### config.mk
export PLATFORM = sky130hd
export DESIGN_NAME = supply_button_watchdog_supervisor
export DESIGN_NICKNAME = d
export VERILOG_FILES = /design/src/hdl/supervisor_pkg.sv /design/src/hdl/supply_button_watchdog_supervisor.sv
export VERILOG_INCLUDE_DIRS = /design/src /design/src/hdl
export SDC_FILE = /design/constraint.sdc
export NUM_CORES = 1
export LEC_CHECK = 0
export BUFFER_PORTS_ARGS = -buffer_cell sky130_fd_sc_hd__buf_2
export CAP_MARGIN = 10
export CORE_MARGIN = 2
export CORE_UTILIZATION = 62
export CTS_BUF_LIST = sky130_fd_sc_hd__clkbuf_8
export CTS_CLUSTER_SIZE = 40
export DETAILED_ROUTE_END_ITERATION = 12
export PLACE_DENSITY_LB_ADDON = 0.2
export SKIP_CTS_REPAIR_TIMING = 1
export SLEW_MARGIN = 30
export SYNTH_ARGS = -nofsm -noshare
export SYNTH_HDL_FRONTEND = slang
export SYNTH_SLANG_ARGS = --single-unit
### constraint.sdc
create_clock -name clk -period 2.4 [get_ports clk]
set_input_delay 0.36 -clock clk [delete_from_list [all_inputs] [get_ports clk]]
set_output_delay 0.36 -clock clk [all_outputs]
set_load 0.02 [all_outputs]
### src/hdl/supervisor_cfg.svh
// Timing constants for the supply, button and watchdog supervisor.
// Assumes a single 25 MHz clock; counts derive from the times below.
`ifndef SUPERVISOR_CFG_SVH
`define SUPERVISOR_CFG_SVH

// Clock rate in hertz
`define CLK_HZ 25000000
// Reset stretch, milliseconds
`define RST_MS 130
// Interrupt pulse, microseconds
`define IRQ_US 200
// Sense low filter, microseconds
`define FILT_US 5
// Watchdog timeout, seconds
`define WD_S 1
// Button low minimum, nanoseconds
`define DEB_NS 150

// Derived cycle counts (least times round up)
`define RST_CYC (`RST_MS * (`CLK_HZ / 1000))
`define IRQ_CYC (`IRQ_US * (`CLK_HZ / 1000000))
`define FILT_CYC (`FILT_US * (`CLK_HZ / 1000000))
`define WD_CYC (`WD_S * `CLK_HZ)
`define DEB_CYC ((`DEB_NS * (`CLK_HZ / 1000000) + 999) / 1000)

// Counter width and zero
`define CNT_W 32
`define CNT_ZERO 32'h0

`endif

### src/hdl/supervisor_pkg.sv
// Types shared by the supervisor design.
// Assumes supervisor_cfg.svh supplies the counter width.
`include "supervisor_cfg.svh"

package supervisor_pkg;
	// Generic duration counter
	typedef logic [`CNT_W-1:0] cnt_t;
	// Reset sequencer states
	typedef enum logic [1:0] {
		RS_HOLD = 2'b00,
		RS_STRETCH = 2'b01,
		RS_RUN = 2'b10
	} rst_state_t;
endpackage : supervisor_pkg

### src/hdl/supply_button_watchdog_supervisor.sv
// Supply, pushbutton and watchdog supervisor for a processor.
// Assumes all inputs are synchronous to clk; analog levels arrive
// already compared as supply_ok and sense_ok.
`timescale 1ns/1ns
`include "supervisor_cfg.svh"

module supply_button_watchdog_supervisor #(
	parameter int unsigned RST_CYC = `RST_CYC,
	parameter int unsigned IRQ_CYC = `IRQ_CYC,
	parameter int unsigned FILT_CYC = `FILT_CYC,
	parameter int unsigned WD_CYC = `WD_CYC,
	parameter int unsigned DEB_CYC = `DEB_CYC
) (
	// Clock and reset
	input wire logic clk,
	input wire logic nrst,
	// Analog comparator results
	input wire logic supply_ok,
	input wire logic sense_ok,
	// Pushbutton, active low
	input wire logic button_reset_n,
	// Processor strobe
	input wire logic watchdog_kick,
	// Reset outputs
	output logic reset_out_n,
	output logic reset_out,
	// Early power-fail interrupt, active low
	output logic power_fail_irq_n,
	// Watchdog status, active low
	output logic watchdog_flag_n
);
	import supervisor_pkg::*;

	// Saturating increment
	function automatic cnt_t inc(input cnt_t v);
		inc = (v == '1) ? v : cnt_t'(v + cnt_t'(1));
	endfunction : inc

	// Reached a cycle count
	function automatic logic hit(input cnt_t v, input int unsigned n);
		hit = (v >= cnt_t'(n - 1));
	endfunction : hit

	// Debounced button state, 1 = pressed
	logic btn_low_r;
	// Debounce disagreement counter
	cnt_t deb_cnt_r;
	// Reset sequencer state and next
	rst_state_t st_r;
	rst_state_t st_nxt;
	// Stretch counter
	cnt_t st_cnt_r;
	// Hold condition: supply bad or button down
	logic hold;
	// Sense low filter counter
	cnt_t filt_cnt_r;
	// Interrupt may fire once per low excursion
	logic armed_r;
	// Interrupt pulse counter
	cnt_t irq_cnt_r;
	// Filter complete and allowed to fire
	logic fire;
	// Strobe history
	logic kick_prev_r;
	// Falling edge on strobe
	logic kick_fall;
	// Watchdog counter
	cnt_t wd_cnt_r;
	// Watchdog flag stretch counter
	cnt_t wdf_cnt_r;
	// Watchdog flag stretch active
	logic wdf_act_r;

	assign hold = !supply_ok || btn_low_r;
	assign fire = hit(filt_cnt_r, FILT_CYC) && !sense_ok && armed_r && supply_ok;
	assign kick_fall = kick_prev_r && !watchdog_kick;

	// Button debounce: level must persist DEB_CYC cycles
	always_ff @(posedge clk) begin
		if (!nrst) begin
			btn_low_r <= 1'b0;
			deb_cnt_r <= `CNT_ZERO;
		end else if (btn_low_r == !button_reset_n) begin
			// Agrees, nothing pending
			deb_cnt_r <= `CNT_ZERO;
		end else if (hit(deb_cnt_r, DEB_CYC)) begin
			// Stable long enough, accept
			btn_low_r <= !button_reset_n;
			deb_cnt_r <= `CNT_ZERO;
		end else begin
			deb_cnt_r <= inc(deb_cnt_r);
		end
	end

	// Reset sequencer next state
	always_comb begin
		st_nxt = st_r;
		unique case (st_r)
			RS_HOLD: begin
				// Stretch starts only when hold ends
				if (!hold) begin
					st_nxt = RS_STRETCH;
				end
			end
			RS_STRETCH: begin
				if (hold) begin
					st_nxt = RS_HOLD;
				end else if (hit(st_cnt_r, RST_CYC)) begin
					st_nxt = RS_RUN;
				end
			end
			RS_RUN: begin
				if (hold) begin
					st_nxt = RS_HOLD;
				end
			end
			default: begin
				// Unused code recovers into reset
				st_nxt = RS_HOLD;
			end
		endcase
	end

	// Reset sequencer state; starts held for power-up
	always_ff @(posedge clk) begin
		if (!nrst) begin
			st_r <= RS_HOLD;
		end else begin
			st_r <= st_nxt;
		end
	end

	// Stretch counter, cleared outside stretch
	always_ff @(posedge clk) begin
		if (!nrst) begin
			st_cnt_r <= `CNT_ZERO;
		end else if (st_nxt == RS_STRETCH && st_r == RS_STRETCH) begin
			st_cnt_r <= inc(st_cnt_r);
		end else begin
			st_cnt_r <= `CNT_ZERO;
		end
	end

	// Both reset polarities from the same next state
	always_ff @(posedge clk) begin
		if (!nrst) begin
			reset_out_n <= 1'b0;
			reset_out <= 1'b1;
		end else begin
			reset_out_n <= (st_nxt == RS_RUN);
			reset_out <= (st_nxt != RS_RUN);
		end
	end

	// Sense filter; suppressed while supply below trip
	always_ff @(posedge clk) begin
		if (!nrst) begin
			filt_cnt_r <= `CNT_ZERO;
		end else if (sense_ok || !supply_ok) begin
			filt_cnt_r <= `CNT_ZERO;
		end else begin
			filt_cnt_r <= inc(filt_cnt_r);
		end
	end

	// One interrupt per excursion; rearm on recovery
	always_ff @(posedge clk) begin
		if (!nrst) begin
			armed_r <= 1'b1;
		end else if (fire) begin
			armed_r <= 1'b0;
		end else if (sense_ok) begin
			armed_r <= 1'b1;
		end
	end

	// Interrupt pulse timer
	always_ff @(posedge clk) begin
		if (!nrst) begin
			irq_cnt_r <= `CNT_ZERO;
			power_fail_irq_n <= 1'b1;
		end else if (fire) begin
			irq_cnt_r <= `CNT_ZERO;
			power_fail_irq_n <= 1'b0;
		end else if (!power_fail_irq_n) begin
			irq_cnt_r <= inc(irq_cnt_r);
			// Release after full width
			if (hit(irq_cnt_r, IRQ_CYC)) begin
				power_fail_irq_n <= 1'b1;
			end
		end
	end

	// Strobe history for edge detect
	always_ff @(posedge clk) begin
		if (!nrst) begin
			kick_prev_r <= 1'b1;
		end else begin
			kick_prev_r <= watchdog_kick;
		end
	end

	// Watchdog counter; frozen at zero under reset
	always_ff @(posedge clk) begin
		if (!nrst) begin
			wd_cnt_r <= `CNT_ZERO;
		end else if (!reset_out_n) begin
			wd_cnt_r <= `CNT_ZERO;
		end else if (kick_fall) begin
			wd_cnt_r <= `CNT_ZERO;
		end else if (hit(wd_cnt_r, WD_CYC)) begin
			// Timeout; start the next period
			wd_cnt_r <= `CNT_ZERO;
		end else begin
			wd_cnt_r <= inc(wd_cnt_r);
		end
	end

	// Watchdog flag stretch
	always_ff @(posedge clk) begin
		if (!nrst) begin
			wdf_act_r <= 1'b0;
			wdf_cnt_r <= `CNT_ZERO;
			watchdog_flag_n <= 1'b1;
		end else if (reset_out_n && !kick_fall && hit(wd_cnt_r, WD_CYC)) begin
			wdf_act_r <= 1'b1;
			wdf_cnt_r <= `CNT_ZERO;
			watchdog_flag_n <= 1'b0;
		end else if (wdf_act_r) begin
			wdf_cnt_r <= inc(wdf_cnt_r);
			// Release after full width
			if (hit(wdf_cnt_r, RST_CYC)) begin
				wdf_act_r <= 1'b0;
				watchdog_flag_n <= 1'b1;
			end
		end
	end

	// Helper: cycles reset low with hold released
	cnt_t a_rel_r;
	// Helper: interrupt low length
	cnt_t a_irq_r;
	// Helper: consecutive sense-low cycles
	cnt_t a_sen_r;
	// Helper: flag low length
	cnt_t a_wdf_r;

	// Assertion helper counters
	always_ff @(posedge clk) begin
		if (!nrst) begin
			a_rel_r <= `CNT_ZERO;
			a_irq_r <= `CNT_ZERO;
			a_sen_r <= `CNT_ZERO;
			a_wdf_r <= `CNT_ZERO;
		end else begin
			a_rel_r <= (reset_out_n || hold) ? `CNT_ZERO : inc(a_rel_r);
			a_irq_r <= power_fail_irq_n ? `CNT_ZERO : inc(a_irq_r);
			a_sen_r <= sense_ok ? `CNT_ZERO : inc(a_sen_r);
			a_wdf_r <= watchdog_flag_n ? `CNT_ZERO : inc(a_wdf_r);
		end
	end

	chk_reset_supply_low: assert property (
		@(posedge clk) disable iff (!nrst)
		!supply_ok |=> !reset_out_n)
		else $error("reset not asserted on low supply");

	chk_reset_stretch_len: assert property (
		@(posedge clk) disable iff (!nrst)
		$rose(reset_out_n) |-> $past(a_rel_r) >= cnt_t'(RST_CYC - 1))
		else $error("reset released before stretch done");

	chk_button_holds_reset: assert property (
		@(posedge clk) disable iff (!nrst)
		btn_low_r |=> !reset_out_n ##1 !reset_out_n)
		else $error("reset released while button pressed");

	chk_button_debounce: assert property (
		@(posedge clk) disable iff (!nrst)
		$rose(btn_low_r) |-> $past(!button_reset_n, 1) && $past(!button_reset_n, 2))
		else $error("button accepted without debounce");

	chk_reset_polarity: assert property (
		@(posedge clk) disable iff (!nrst)
		reset_out == !reset_out_n)
		else $error("reset outputs disagree");

	chk_irq_needs_sense: assert property (
		@(posedge clk) disable iff (!nrst)
		$fell(power_fail_irq_n) |-> $past(!sense_ok))
		else $error("interrupt without low sense");

	chk_irq_width: assert property (
		@(posedge clk) disable iff (!nrst)
		$rose(power_fail_irq_n) |-> $past(a_irq_r) >= cnt_t'(IRQ_CYC - 1))
		else $error("interrupt pulse too short");

	chk_irq_filter: assert property (
		@(posedge clk) disable iff (!nrst)
		$fell(power_fail_irq_n) |-> $past(a_sen_r) >= cnt_t'(FILT_CYC - 1))
		else $error("interrupt before filter time");

	chk_irq_supply_gate: assert property (
		@(posedge clk) disable iff (!nrst)
		!supply_ok && power_fail_irq_n |=> power_fail_irq_n)
		else $error("interrupt while supply below trip");

	chk_wdog_timeout: assert property (
		@(posedge clk) disable iff (!nrst)
		$fell(watchdog_flag_n) |-> wd_cnt_r == `CNT_ZERO
			&& $past(wd_cnt_r) == cnt_t'(WD_CYC - 1))
		else $error("watchdog fired at wrong count");

	chk_wdog_in_reset: assert property (
		@(posedge clk) disable iff (!nrst)
		!reset_out_n |=> wd_cnt_r == `CNT_ZERO)
		else $error("watchdog ran under reset");

	chk_wdog_kick: assert property (
		@(posedge clk) disable iff (!nrst)
		reset_out_n && kick_fall |=> wd_cnt_r == `CNT_ZERO)
		else $error("kick did not restart watchdog");

	chk_wdog_flag_width: assert property (
		@(posedge clk) disable iff (!nrst)
		$rose(watchdog_flag_n) |-> $past(a_wdf_r) >= cnt_t'(RST_CYC - 1))
		else $error("watchdog flag too short");

endmodule : supply_button_watchdog_supervisor

Yosys cells after proc, flatten, opt, wreduce, memory -nomap -nowiden
Cells that the tools add are included. W data, S select, Z words.

Register bits: 202. Output and inout bits: 4. Word-level logic and storage cells: 89.

Add/sub/neg operators: 6. $lt $le $gt $ge: 6. Equality and inequality tests: 12. Muxes and demuxes: 16. Bitwise logic cells: 6. Reduce and logical (&&, ||, !) cells: 28.

Operators with widths (count): $add A32 B1 Y32 const B (6); $eq A32 B32 Y1 const B (6); $ge A32 B22 Y1 const B (2); $ge A32 B13 Y1 const B (1); $ge A32 B2 Y1 const B (1); $ge A32 B25 Y1 const B (1); $ge A32 B7 Y1 const B (1); $mux W1 (11); $reduce_and A2 Y1 (5); $mux W2 (4); $logic_and A1 B1 Y1 (7); $not A1 Y1 (6); $pmux W2 S3 (1); $reduce_bool A2 Y1 (3); $reduce_or A2 Y1 (3); $logic_not A1 Y1 (5); $eq A2 B1 Y1 const B (2); $eq A2 B2 Y1 const B (2); $reduce_or A4 Y1 (1); $reduce_or A3 Y1 (1); $logic_not A2 Y1 (1); $logic_or A1 B1 Y1 (2); $ne A2 B2 Y1 const B (1); $eq A1 B1 Y1 (1).

Logic depth before layout (Yosys ltp)
Word-level depth: 7. Gate-level depth with buffers: 9. Gate-level depth less buffers: 6.

Worst setup path before layout
OpenSTA, ideal clock, no wires.

Path type: register -> register. From: register wdf_cnt_r[0]. To: register wdf_cnt_r[30]. Arrival: 2.123 ns. Data required time: 2.330 ns. Slack: 0.206 ns. Cell stages (with the launch flop): 8. Buffers on the path: 1. Period minus slack after synthesis: 2.194 ns. Path through: dfxtp_1 -> ha_1 -> nand4_1 -> or4_1 -> buf_2 -> a211o_1 -> or4_1 -> a21oi_1.

Cells in the longest elaborated chain, start to end: 3. Elaborated cells between the ends (all ways): 4.

Ends and longest elaborated chain: start: declaration (line supply_button_watchdog_supervisor.sv:70) `cnt_t wdf_cnt_r;`; start signal: assignment (line supply_button_watchdog_supervisor.sv:223) `` wdf_cnt_r <= `CNT_ZERO; ``; start signal: assignment (line supply_button_watchdog_supervisor.sv:227) `` wdf_cnt_r <= `CNT_ZERO; ``; start signal: assignment (line supply_button_watchdog_supervisor.sv:230) `wdf_cnt_r <= inc(wdf_cnt_r);`; parallel branches: the longest is 3 deep, another holds $add A32 B1 Y32.

Several ways; the timed one is not identified. A chain may end at the register's enable or synchronous reset.

Worst setup path in the final report
From: register wdf_cnt_r[1]. To: register wdf_cnt_r[30].

Same word-level chain as after synthesis.

==> results.ini <==
[outcome]
outcome=finished clean

[critical_path]
crit_fanout=6
cp.arrival_ns=2.71
required_ns=2.84
path_class=reg2reg
end_kind=flip-flop
r2r_slack_ns=0.14
start_kind=flip-flop

[synthesis]
synth_fa_ha_area_frac=0.00961
synthTopCellsByArea=dfxtp_1, a21oi_1, nand4_1
netlist_area_mm2=0.00911
yosys_warnings=0
synth-seq-cells=202
syn_inst=1061
muxShareOfSynthArea=0.00769
synthFlopType=dfxtp_1
synth_top_area_frac=0.444
synthSimpleGateAreaFrac=0.299
synth_edf_count=0
ys_types=63
async_flop_share=0
synth_compound_area_frac=0.165
synth_top_family_by_area=simple AND/OR/NAND/NOR gates
yosysTopAreaCell=dfxtp_1
synth.avg_cell_area_um2=8.59
synth_xor_area_frac=0.0461
yosysSeqAreaShare=0.444

[final_layout]
fillers=1159
ff_latch_area_mm2=0.00404
num_antenna_cells=0
nets=1169
area_growth_pct=14.3
stdcell_area_mm2=0.0104
utilization=0.722
drive_gt1_frac=0.0992
multi_input_area_mm2=0.00501

[hold_path]
hp-class=in2reg

[routing]
drcViolationCount=0
wirelength_mm=19.2
viasPerCell=6.03
antenna_left=0
drt_iter0_drc=572
dr_total_vias=8221
firstDrtPassIters=5
wire_per_inst_um=14.1

[timing]
rsz0062_at_grt=false
finalCriticalPeriod_ns=2.26
tns_ns=0
slew_violations=0
tightest_slew_ns=0.535
min_period_over_period=0.944
slew_headroom=0.634
setup-violations-final=0
hold-worst-slack_ns=0.0353
clock_skew_ns=0.0195
clock.fmax_ghz=0.442
hold_violations=0

[die]
initial_core_util=0.632
core_area_mm2=0.0144
die_area_mm2=0.0157
pin_count=10
core.rowCount=44
die_w_um=125
die_height_um=125

[clock_network]
cts-root-buf=clkbuf_8
cts.reportedPaths.clkPinSlew_ns=0.06
clockBufferDepth=3
htreeDepth=2
clk_latency_ns=0.52
cts_buffers=34
cts_tree=built
clkSinkCount=202

[global_route]
grt_use_total=0.247
grt_pass1_vias=7477
grt_pass1_wl_mm=33.7
grt_max_degree=33
gr-total-overflow=0
antenna_found_initial=0

[job]
max_cap_violations=0

[place]
port_buffers=9
placed_area_mm2=0.00978
routabilityCongestion=0.860
hpwl_mm=13.1

[pwr]
peakVddDrop_uv=789
p_total_mw=6.36
powerDensity_mw_per_mm2=610
leakagePower_nw=3.45

[registers in the layout, summed over array words and instances (netlist names)]
name / flops
armed_r: 1
btn_low_r: 1
deb_cnt_r: 32
filt_cnt_r: 32
irq_cnt_r: 32
kick_prev_r: 1
power_fail_irq_n: 1
reset_out: 1
reset_out_n: 1
st_cnt_r: 32
st_r: 2
watchdog_flag_n: 1
wd_cnt_r: 32
wdf_act_r: 1
wdf_cnt_r: 32
[cell type report]
cell class,instances,area share
Multi-Input combinational cell,839,0.481
Sequential cell,202,0.388
Clock buffer,39,0.0515
Timing Repair Buffer,51,0.0370
Tap cell,184,0.0221
Inverter,28,0.0101
Clock inverter,21,0.00961
[logic make-up (layout without fill, tap and decap cells)]
family	Yosys count	after routing
buf+inv	66	139
mux	7	7
simple gates	488	488
fa+ha+maj	7	7
xor+xnor	48	48
other cells	1	47
compound gates	242	242
flops	202	202
[worst paths after layout]
path,startpoint,endpoint,depth (start not counted)
hold reg to reg,st_r[1]$_SDFF_PN0_,st_r[0]$_SDFF_PN0_,1
setup reg to reg,wdf_cnt_r[1]$_SDFFE_PP0P_,wdf_cnt_r[30]$_SDFFE_PP0P_,6
setup / recovery,wdf_cnt_r[1]$_SDFFE_PP0P_,wdf_cnt_r[30]$_SDFFE_PP0P_,6
hold / removal,watchdog_kick,kick_prev_r$_SDFF_PN1_,3
[power by group]
part           switching [mW]  internal (mW)
Sequential             0.0260           3.40
Clock                    1.34           1.49
Combinational          0.0597         0.0300
[synthesized netlist by cell type, drive strengths merged (4+ instances only)]
library cell / number
a311oi: 6
or2: 5
dfxtp: 202
mux2i: 7
o211ai: 10
a21oi: 87
ha: 7
nor3: 23
and4: 16
xor2: 10
o21ai: 57
a2111oi: 6
or3: 49
xnor2: 38
inv: 28
and2: 9
nand2b: 6
nand2: 72
nand3b: 4
o31ai: 25
a211oi: 7
nand3: 58
or4: 31
and3: 21
nor4: 42
nor2: 78
buf: 9
a21o: 4
a31oi: 13
clkbuf: 29
nand4: 60
[layout by cell type, fill, tap and decap left out, drive strengths merged, types with 4 or more instances in the layout]
| cell type | instances |
|---|---|
| or4 | 31 |
| xnor2 | 38 |
| dfxtp | 202 |
| mux2i | 7 |
| o21ai | 57 |
| nand4 | 60 |
| or2 | 5 |
| nand3 | 58 |
| xor2 | 10 |
| o31ai | 25 |
| or3 | 49 |
| and3 | 21 |
| a2111oi | 6 |
| nand3b | 4 |
| and2 | 9 |
| o211ai | 10 |
| nor2 | 78 |
| and4 | 16 |
| inv | 43 |
| nor3 | 23 |
| a211oi | 7 |
| a31oi | 13 |
| conb | 47 |
| nand2b | 6 |
| buf | 51 |
| nor4 | 42 |
| nand2 | 72 |
| ha | 7 |
| a21o | 4 |
| clkinv | 4 |
| a21oi | 87 |
| clkbuf | 39 |
| a311oi | 6 |
[per-layer routing]
layer	GRT usage	vias up	part of all wire
met4	0.0824	0	0.022
met1	0.339	3803	0.47
li1	-	4189	-
met3	0.0458	41	0.047
met5	0	-	0
met2	0.394	188	0.46
[critical path: stages, from the launching register on]
cell and delay, ns:
dfxtp_1 0.39, ha_1 0.28, nand4_1 0.17, or4_1 0.45, a211o_1 0.35, or4_1 0.42, a21oi_1 0.15
[stage by stage]
step / std cells / setup slack (ns)
finish: 1364 / 0.135
detailed placement: 1304 / 0.162
global route: 1364 / 0.0247
CTS: 1364 / 0.160
floorplan: 1107 / 0.206
global placement: 1304 / 0.225
(Power assumes the default switching activity.)
